--- src/lut_logic_pkg.sv ---
/*
  Constants, register indices and carrier types of the pin lookup-table logic.
  Assumes a 32-bit AHB-Lite bus with one word per register index.
*/
`default_nettype none

package lut_logic_pkg;

  // Register indices; byte address is four times the index
  localparam logic [7:0] IDX_PINS   = 8'h00;
  localparam logic [7:0] IDX_MODE   = 8'h10;
  localparam logic [7:0] IDX_TABLE0 = 8'h11;
  localparam logic [7:0] IDX_TABLE1 = 8'h12;
  localparam logic [7:0] IDX_TABLE2 = 8'h13;

  // Mode field positions inside the mode register
  localparam int LOW_MODE_LSB  = 0;
  localparam int HIGH_MODE_LSB = 4;

  // Mode codes
  localparam logic [1:0] MODE_OFF = 2'h0;
  localparam logic [1:0] MODE_TWO = 2'h1;

  // Reset values
  localparam logic [7:0] TABLE_RST = 8'h00;
  localparam logic [1:0] MODE_RST  = 2'h0;

  typedef struct packed {
    logic [7:0] out;
    logic [7:0] oe;
  } pin_drive_t;

  typedef struct packed {
    logic [1:0] high;
    logic [1:0] low;
  } lut_mode_t;

endpackage : lut_logic_pkg

`default_nettype wire

--- src/gpio_lookup_table_logic.sv ---
/*
  Lookup-table logic for an eight-pin GPIO bank with an AHB-Lite register slave.
  Assumes ordinary GPIO drive arrives on GPIO_OUT/GPIO_OE and pins are synchronous.
*/
`timescale 1ns/1ps
`default_nettype none

module gpio_lookup_table_logic
  import lut_logic_pkg::*;
#(
  parameter logic [1:0] UPPER_THREE_CODE = MODE_OFF,
  parameter logic [1:0] LOWER_THREE_CODE = MODE_OFF
) (
  input  wire logic        SYS_CLK,
  input  wire logic        RESETN,
  input  wire logic        HSEL,
  input  wire logic [31:0] HADDR,
  input  wire logic [1:0]  HTRANS,
  input  wire logic        HWRITE,
  input  wire logic [2:0]  HSIZE,
  input  wire logic [31:0] HWDATA,
  input  wire logic        HREADY,
  output logic      [31:0] HRDATA,
  output logic             HREADYOUT,
  output logic             HRESP,
  input  wire logic [7:0]  PIN_IN,
  input  wire logic [7:0]  GPIO_OUT,
  input  wire logic [7:0]  GPIO_OE,
  output logic      [7:0]  PIN_OUT,
  output logic      [7:0]  PIN_OE
);

  function automatic logic pick(input logic [7:0] table_v,
                                input logic [2:0] code);
    pick = table_v[code];
  endfunction : pick

  logic [7:0] table0_r;
  logic [7:0] table1_r;
  logic [7:0] table2_r;
  lut_mode_t  mode_r;
  pin_drive_t drive_r;
  pin_drive_t drive_nxt;
  logic       wr_pend_r;
  logic [7:0] wr_idx_r;
  logic [31:0] rdata_nxt;
  logic       addr_ok;
  logic [7:0] addr_idx;
  logic [7:0] wdata8;
  logic       hi_two;
  logic       hi_three;
  logic       lo_two;
  logic       lo_three;
  logic       hi_two_bit;
  logic       hi_three_bit;
  logic       lo_two_bit;
  logic       lo_three_bit;

  assign addr_ok  = HSEL && HREADY && HTRANS[1];
  assign addr_idx = HADDR[9:2];
  assign wdata8   = HWDATA[7:0];

  // Disabled code never counts as a three-input selection
  assign hi_two   = mode_r.high == MODE_TWO;
  assign hi_three = (UPPER_THREE_CODE != MODE_OFF) &&
                    (mode_r.high == UPPER_THREE_CODE);
  assign lo_two   = mode_r.low == MODE_TWO;
  assign lo_three = (LOWER_THREE_CODE != MODE_OFF) &&
                    (mode_r.low == LOWER_THREE_CODE);

  assign hi_two_bit   = pick(table0_r, {1'b1, PIN_IN[5:4]});
  assign lo_two_bit   = pick(table0_r, {1'b0, PIN_IN[1:0]});
  assign hi_three_bit = pick(table1_r, PIN_IN[6:4]);
  assign lo_three_bit = pick(table2_r, PIN_IN[2:0]);

  // Address phase capture; write data lands one cycle later
  // Index is captured every cycle but only used while wr_pend_r is set
  always_ff @(posedge SYS_CLK) begin
    if (!RESETN) begin
      wr_pend_r <= 1'b0;
      wr_idx_r  <= 8'h00;
    end else begin
      wr_pend_r <= addr_ok && HWRITE;
      wr_idx_r  <= addr_idx;
    end
  end

  always_ff @(posedge SYS_CLK) begin
    if (!RESETN) begin
      table0_r <= TABLE_RST;
      table1_r <= TABLE_RST;
      table2_r <= TABLE_RST;
    end else if (wr_pend_r) begin
      if (wr_idx_r == IDX_TABLE0) begin
        table0_r <= wdata8;
      end
      if (wr_idx_r == IDX_TABLE1) begin
        table1_r <= wdata8;
      end
      if (wr_idx_r == IDX_TABLE2) begin
        table2_r <= wdata8;
      end
    end
  end

  // Reserved mode bits are dropped on write and read as zero
  always_ff @(posedge SYS_CLK) begin
    if (!RESETN) begin
      mode_r.high <= MODE_RST;
      mode_r.low  <= MODE_RST;
    end else if (wr_pend_r && wr_idx_r == IDX_MODE) begin
      mode_r.high <= HWDATA[HIGH_MODE_LSB +: 2];
      mode_r.low  <= HWDATA[LOW_MODE_LSB +: 2];
    end
  end

  // Read mux; a write still in its data phase is forwarded so a read
  // right behind it sees the new value. Read-only and unmapped
  // indices keep their normal value, as their writes are dropped.
  always_comb begin
    rdata_nxt = 32'h0000_0000;
    unique case (addr_idx)
      IDX_PINS:   rdata_nxt[7:0] = PIN_IN;
      IDX_MODE: begin
        rdata_nxt[HIGH_MODE_LSB +: 2] = mode_r.high;
        rdata_nxt[LOW_MODE_LSB +: 2]  = mode_r.low;
      end
      IDX_TABLE0: rdata_nxt[7:0] = table0_r;
      IDX_TABLE1: rdata_nxt[7:0] = table1_r;
      IDX_TABLE2: rdata_nxt[7:0] = table2_r;
      default:    rdata_nxt = 32'h0000_0000;
    endcase
    if (wr_pend_r && wr_idx_r == addr_idx) begin
      if (addr_idx == IDX_MODE) begin
        rdata_nxt[HIGH_MODE_LSB +: 2] = HWDATA[HIGH_MODE_LSB +: 2];
        rdata_nxt[LOW_MODE_LSB +: 2]  = HWDATA[LOW_MODE_LSB +: 2];
      end else if (addr_idx == IDX_TABLE0 || addr_idx == IDX_TABLE1 ||
                   addr_idx == IDX_TABLE2) begin
        rdata_nxt[7:0] = wdata8;
      end
    end
  end

  always_ff @(posedge SYS_CLK) begin
    if (!RESETN) begin
      HRDATA <= 32'h0000_0000;
    end else if (addr_ok && !HWRITE) begin
      HRDATA <= rdata_nxt;
    end
  end

  // Slave never stalls and never errors
  always_ff @(posedge SYS_CLK) begin
    if (!RESETN) begin
      HREADYOUT <= 1'b1;
      HRESP     <= 1'b0;
    end else begin
      HREADYOUT <= 1'b1;
      HRESP     <= 1'b0;
    end
  end

  // Table bits reach a pin only in their own mode; otherwise GPIO passes
  always_comb begin
    drive_nxt.out = GPIO_OUT;
    drive_nxt.oe  = GPIO_OE;
    if (hi_two) begin
      drive_nxt.out[6] = hi_two_bit;
      drive_nxt.oe[6]  = 1'b1;
    end else if (hi_three) begin
      drive_nxt.out[7] = hi_three_bit;
      drive_nxt.oe[7]  = 1'b1;
    end
    if (lo_two) begin
      drive_nxt.out[2] = lo_two_bit;
      drive_nxt.oe[2]  = 1'b1;
    end else if (lo_three) begin
      drive_nxt.out[3] = lo_three_bit;
      drive_nxt.oe[3]  = 1'b1;
    end
  end

  // Registered pins cost one cycle of latency but keep outputs glitch free
  always_ff @(posedge SYS_CLK) begin
    if (!RESETN) begin
      drive_r.out <= 8'h00;
      drive_r.oe  <= 8'h00;
    end else begin
      drive_r <= drive_nxt;
    end
  end

  assign PIN_OUT = drive_r.out;
  assign PIN_OE  = drive_r.oe;

  // Pins are registered, so pin checks hold the previous cycle's inputs
  hi_two_a: assert property (@(posedge SYS_CLK) disable iff (!RESETN)
    $past(hi_two) |-> (PIN_OUT[6] == $past(hi_two_bit)) && PIN_OE[6])
    else $error("upper two-input pin wrong");

  hi_two_only_a: assert property (@(posedge SYS_CLK) disable iff (!RESETN)
    $past(!hi_two) |-> (PIN_OUT[6] == $past(GPIO_OUT[6])) && (PIN_OE[6] == $past(GPIO_OE[6])))
    else $error("two-input table leaked onto pin 6");

  lo_two_a: assert property (@(posedge SYS_CLK) disable iff (!RESETN)
    $past(lo_two) |-> (PIN_OUT[2] == $past(lo_two_bit)) && PIN_OE[2])
    else $error("lower two-input pin wrong");

  lo_two_only_a: assert property (@(posedge SYS_CLK) disable iff (!RESETN)
    $past(!lo_two) |-> (PIN_OUT[2] == $past(GPIO_OUT[2])) && (PIN_OE[2] == $past(GPIO_OE[2])))
    else $error("two-input table leaked onto pin 2");

  lo_off_a: assert property (@(posedge SYS_CLK) disable iff (!RESETN)
    $past(mode_r.low == MODE_OFF) |->
      (PIN_OUT[3:0] == $past(GPIO_OUT[3:0])) && (PIN_OE[3:0] == $past(GPIO_OE[3:0])))
    else $error("lower nibble not plain GPIO when off");

  hi_off_a: assert property (@(posedge SYS_CLK) disable iff (!RESETN)
    $past(mode_r.high == MODE_OFF) |->
      (PIN_OUT[7:4] == $past(GPIO_OUT[7:4])) && (PIN_OE[7:4] == $past(GPIO_OE[7:4])))
    else $error("upper nibble not plain GPIO when off");

  hi_three_a: assert property (@(posedge SYS_CLK) disable iff (!RESETN)
    $past(hi_three) |-> (PIN_OUT[7] == $past(hi_three_bit)) && PIN_OE[7])
    else $error("upper three-input pin wrong");

  hi_three_only_a: assert property (@(posedge SYS_CLK) disable iff (!RESETN)
    $past(!hi_three) |-> (PIN_OUT[7] == $past(GPIO_OUT[7])) && (PIN_OE[7] == $past(GPIO_OE[7])))
    else $error("upper three-input table leaked onto pin 7");

  lo_three_a: assert property (@(posedge SYS_CLK) disable iff (!RESETN)
    $past(lo_three) |-> (PIN_OUT[3] == $past(lo_three_bit)) && PIN_OE[3])
    else $error("lower three-input pin wrong");

  lo_three_only_a: assert property (@(posedge SYS_CLK) disable iff (!RESETN)
    $past(!lo_three) |-> (PIN_OUT[3] == $past(GPIO_OUT[3])) && (PIN_OE[3] == $past(GPIO_OE[3])))
    else $error("lower three-input table leaked onto pin 3");

  mode_reset_a: assert property (@(posedge SYS_CLK)
    !RESETN |=> mode_r.high == MODE_OFF && mode_r.low == MODE_OFF)
    else $error("mode not disabled after reset");

  // Reset clears every register and HRDATA; HREADYOUT comes out of reset high
  reset_values_a: assert property (@(posedge SYS_CLK)
    !RESETN |=> table0_r == TABLE_RST && table1_r == TABLE_RST && table2_r == TABLE_RST &&
      PIN_OUT == 8'h00 && PIN_OE == 8'h00 && HRDATA == 32'h0000_0000 && HREADYOUT)
    else $error("state not cleared by reset");

  table_write_a: assert property (@(posedge SYS_CLK) disable iff (!RESETN)
    wr_pend_r && wr_idx_r == IDX_TABLE0 |=> table0_r == $past(wdata8))
    else $error("two-input table write lost");

  table1_write_a: assert property (@(posedge SYS_CLK) disable iff (!RESETN)
    wr_pend_r && wr_idx_r == IDX_TABLE1 |=> table1_r == $past(wdata8))
    else $error("upper three-input table write lost");

  table2_write_a: assert property (@(posedge SYS_CLK) disable iff (!RESETN)
    wr_pend_r && wr_idx_r == IDX_TABLE2 |=> table2_r == $past(wdata8))
    else $error("lower three-input table write lost");

  mode_write_a: assert property (@(posedge SYS_CLK) disable iff (!RESETN)
    wr_pend_r && wr_idx_r == IDX_MODE |=>
      mode_r.high == $past(HWDATA[HIGH_MODE_LSB +: 2]) &&
      mode_r.low == $past(HWDATA[LOW_MODE_LSB +: 2]))
    else $error("mode write lost");

  // Pin readback is read only; a write there must leave all state alone
  write_ignore_a: assert property (@(posedge SYS_CLK) disable iff (!RESETN)
    wr_pend_r && wr_idx_r == IDX_PINS |=>
      $stable(table0_r) && $stable(table1_r) && $stable(table2_r) && $stable(mode_r))
    else $error("write to pin readback changed state");

  table_read_a: assert property (@(posedge SYS_CLK) disable iff (!RESETN)
    addr_ok && !HWRITE && addr_idx == IDX_TABLE1 && !wr_pend_r
      |=> HRDATA == {24'h00_0000, $past(table1_r)})
    else $error("upper three-input table read wrong");

  table0_read_a: assert property (@(posedge SYS_CLK) disable iff (!RESETN)
    addr_ok && !HWRITE && addr_idx == IDX_TABLE0 && !wr_pend_r
      |=> HRDATA == {24'h00_0000, $past(table0_r)})
    else $error("two-input table read wrong");

  mode_read_a: assert property (@(posedge SYS_CLK) disable iff (!RESETN)
    addr_ok && !HWRITE && addr_idx == IDX_MODE && !wr_pend_r
      |=> HRDATA == {26'h000_0000, $past(mode_r.high), 2'h0, $past(mode_r.low)})
    else $error("mode read wrong");

  // A write still in its data phase is handed straight to a read behind it
  read_forward_a: assert property (@(posedge SYS_CLK) disable iff (!RESETN)
    addr_ok && !HWRITE && wr_pend_r && wr_idx_r == addr_idx && addr_idx == IDX_TABLE2
      |=> HRDATA == {24'h00_0000, $past(wdata8)})
    else $error("forwarded read wrong");

  pins_read_a: assert property (@(posedge SYS_CLK) disable iff (!RESETN)
    addr_ok && !HWRITE && addr_idx == IDX_PINS
      |=> HRDATA == {24'h00_0000, $past(PIN_IN)})
    else $error("pin readback wrong");

  unmapped_read_a: assert property (@(posedge SYS_CLK) disable iff (!RESETN)
    addr_ok && !HWRITE && addr_idx > IDX_TABLE2 |=> HRDATA == 32'h0000_0000)
    else $error("unmapped index read not zero");

  rdata_hold_a: assert property (@(posedge SYS_CLK) disable iff (!RESETN)
    !(addr_ok && !HWRITE) |=> $stable(HRDATA))
    else $error("read data changed outside a read");

  bus_okay_a: assert property (@(posedge SYS_CLK) disable iff (!RESETN)
    HREADYOUT && !HRESP)
    else $error("slave stalled or errored");

endmodule : gpio_lookup_table_logic

`default_nettype wire

--- config.mk ---
export PLATFORM = sky130hd
export DESIGN_NAME = gpio_lookup_table_logic
export DESIGN_NICKNAME = d
export VERILOG_FILES = /design/src/lut_logic_pkg.sv /design/src/gpio_lookup_table_logic.sv
export SDC_FILE = /design/constraint.sdc
export NUM_CORES = 1
export LEC_CHECK = 0
export ABC_AREA = 1
export BUFFER_PORTS_ARGS = -buffer_cell sky130_fd_sc_hd__buf_2
export CORE_UTILIZATION = 46
export DETAILED_ROUTE_END_ITERATION = 6
export GPL_TIMING_DRIVEN = 0
export PLACE_DENSITY = 0.8
export SYNTH_ARGS = -nofsm -noshare
export SYNTH_HDL_FRONTEND = slang
export SYNTH_SLANG_ARGS = --single-unit
--- constraint.sdc ---
create_clock -name SYS_CLK -period 1.72 [get_ports SYS_CLK]
set_input_delay 0.086 -clock SYS_CLK [delete_from_list [all_inputs] [get_ports SYS_CLK]]
set_output_delay 0.086 -clock SYS_CLK [all_outputs]
set_load 0.005 [all_outputs]
==> flow_summary.yaml <==
clock_tree:
  clock_path_buffers: 2
  clk_latency_ps: 350
  cts_sinks: 61
  cts_root_buffer: "clkbuf_8"
  cts_tree: "built"
  numCtsBuffers: 9
  htree_levels: 3
  clk_pin_slew_worst_paths_ps: 70
final_layout:
  instances_no_fill: 665
  antenna_cells: 0
  area_growth_pct: 32.2
  utilization: 0.634
  nets: 681
  post-route-cell-area_um2: 4050
  layout-drive-gt1-share: 0.231
critical_path:
  cp_slowest_cell: "dlygate4sd3_1"
  critical_path_class: "in -> reg"
  arrival_ps: 1920
  crit_start: "HADDR[8]"
  reg2reg_slack_ps: 130
  crit_path_end_kind: "flip-flop"
  crit_fanout: 10
  max_stage_delay_ps: 540
  path_common_cell: "nand2_1"
  critPathCapture: "HRDATA[6]"
  startpoint_type: "input port"
  r2r-start: "wr_idx_r[6]"
  reg2reg_to: "mode_r[3]"
  reg2reg_depth: 6
  crit_chain: "dlygate4sd3_1, buf_2, inv_1, nand2_1, nor2_4, buf_12, buf_6, nand2_1, o21ai_0, o21ai_0, nand3_1, nand2_1, inv_1"
  cp.required_ps: 2020
sta:
  fmax_mhz: 618
  final.setup.tns_ps: 0
  fin_skew_ps: 10.9
  finalCritPeriodShare: 0.940
  hold_violations: 0
  rsz0062_at_grt: "true"
  setup_viol: 0
  fin_ws_ps: 103
  drv_slew: 0
  fin_crit_ps: 1620
worst_hold_path:
  min_path_type: "in -> reg"
placement:
  placed_cells: 624
  port_buffers: 68
  place_ws_ps: 134
  hpwl_um: 5790
  place_area_um2: 3590
  gp_congestion: 0.894
synth:
  yosys_warnings: 0
  syn_inst: 455
  synth_top_area_frac: 0.399
  synth_area_per_cell_um2: 6.73
  synth_edf_count: 0
  synth.most_common_cell: "nand2_1"
  synthTopCellsByCount: "103 x nand2_1, 76 x inv_1, 61 x dfxtp_1"
  ys_types: 25
  netlist_top_cells_area: "dfxtp_1 40%, nand2_1 13%, inv_1 9.3%, buf_4 6.9%, a21oi_1 6.5%"
  dominantRegCellSynth: "dfxtp_1"
  seq_area_frac_synth: 0.399
  ys_seq_elements: 61
  async_reset_ff_frac: 0
  syn_area_um2: 3060
  yosysTopAreaCell: "dfxtp_1"
route:
  drtPass1Iterations: 5
  drt-initial-drc-count: 174
  drc: 0
  routed_wirelength_um: 8250
  drt-wirelength-per-cell_um: 12.4
  num_vias: 3232
  antenna_left: 0
  viasPerCell: 4.86
run_status:
  status: "finished, final reports clean"
flow_run:
  drv_cap: 0
floorplanning:
  die_h_um: 83.6
  initial_core_util: 0.479
  io_pins: 148
  dieArea_um2: 6980
  fp-row-count: 29
  core_um2: 6390
  die_w_um: 83.6
pwr:
  peakVddDrop_mv: 0.567
  p_leak_nw: 2.05
  power_density_nw_per_um2: 748
global_route:
  grt_pass1_vias: 2965
  gr-usage-met3: 0.0574
  grt_util_met2: 0.421
  grt.overflow.total: 0
  grt_usage: 0.244
  antenna_found_initial: 0
  grt_pass1_wl_um: 13500
  busiest_layer: "met2"
  global_route.usage.met1: 0.286
  grt_max_degree: 12
-- cell usage in the layout, fill, tap and decap left out, types with 2 or more instances in the layout --
cell type,netlist,routed
o211ai_1,2,2
o21ai_0,37,37
nand2_1,103,103
clkinv_4,0,2
dfxtp_1,61,61
nor2_4,4,4
clkinvlp_4,0,2
buf_2,2,70
inv_2,3,3
inv_1,76,76
nand3_1,36,35
conb_1,2,26
clkbuf_1,7,6
nor2_1,29,27
a21oi_1,40,40
clkbuf_8,0,11
buf_4,28,29
buf_6,2,3
nor3_1,3,3
nor2_2,2,4
clkbuf_2,0,2
nand4_1,10,10
dlygate4sd3_1,0,22
or2_2,2,2
-- metal layers --
layer  up-vias  share of wire
li1       1631              -
met1      1444           0.41
met2       132           0.49
met3        25          0.073
met5         -              0
met4         0          0.028
-- registers in the layout, summed over array words and instances, names as in the netlist --
register,count
PIN_OE,8
wr_pend_r,1
wr_idx_r,8
table2_r,8
PIN_OUT,8
table0_r,8
HRDATA,8
table1_r,8
mode_r,4
-- kinds of logic after synthesis --
kind of cell,after synthesis,synth area share
DFF,61,0.399
AOI/OAI and AO/OA,81,0.135
buffers and inverters,119,0.186
other,2,0.00245
xor gates and xnor gates,1,0.00286
and+or+nand+nor,191,0.275
-- worst max-delay path, delay by kind of cell --
kind / cells / cell delay [ps]
simple gates: 5 / 460
compound gates: 2 / 280
buf+inv: 6 / 1080
-- layout make-up --
cell class / count / area [um2]
Fill cell: 554 / 2340
Multi-Input combinational cell: 299 / 1370
Sequential cell: 61 / 1220
Timing Repair Buffer: 93 / 596
Inverter: 79 / 297
Buffer: 40 / 279
Clock buffer: 12 / 155
Tap cell: 77 / 96.3
Clock inverter: 4 / 32.5
-- per-stage QoR --
stage                     hold WS, ps  power, W
after CTS                        4.19   0.00302
final                            22.7   0.00303
after global routing             23.4   0.00316
after floorplan                   179   0.00168
after detailed placement          275   0.00181
after global placement            265   0.00180
-- report_power, final --
| part | switching (W) | internal, W | total (W) | leakage, nW |
|---|---|---|---|---|
| Combinational | 0.000198 | 0.000175 | 0.000372 | 1.46 |
| Sequential | 0.0000144 | 0.00145 | 0.00146 | 0.498 |
| Clock | 0.000589 | 0.000606 | 0.00119 | 0.0888 |
| Total | 0.000801 | 0.00223 | 0.00303 | 2.05 |
-- worst min path at each step --
stage | startpoint | end | slack (ps) | cells past startpoint
floorplan | GPIO_OE[3] | PIN_OE[3] | 180 | 2
global placement | GPIO_OE[3] | PIN_OE[3] | 260 | 3
detailed placement | GPIO_OUT[4] | PIN_OUT[4] | 280 | 3
CTS | HADDR[4] | wr_idx_r[2] | 4 | 3
global route | HADDR[3] | wr_idx_r[1] | 20 | 3
finish | HADDR[3] | wr_idx_r[1] | 20 | 3
-- repair_timing --
item,CTS,global route
hold buffers,22,0
endpoints found under the hold margin,21,0
gates resized for setup,0,9
setup buffers,0,3
setup endpoints to repair,0,13
(Power assumes the default switching activity.)
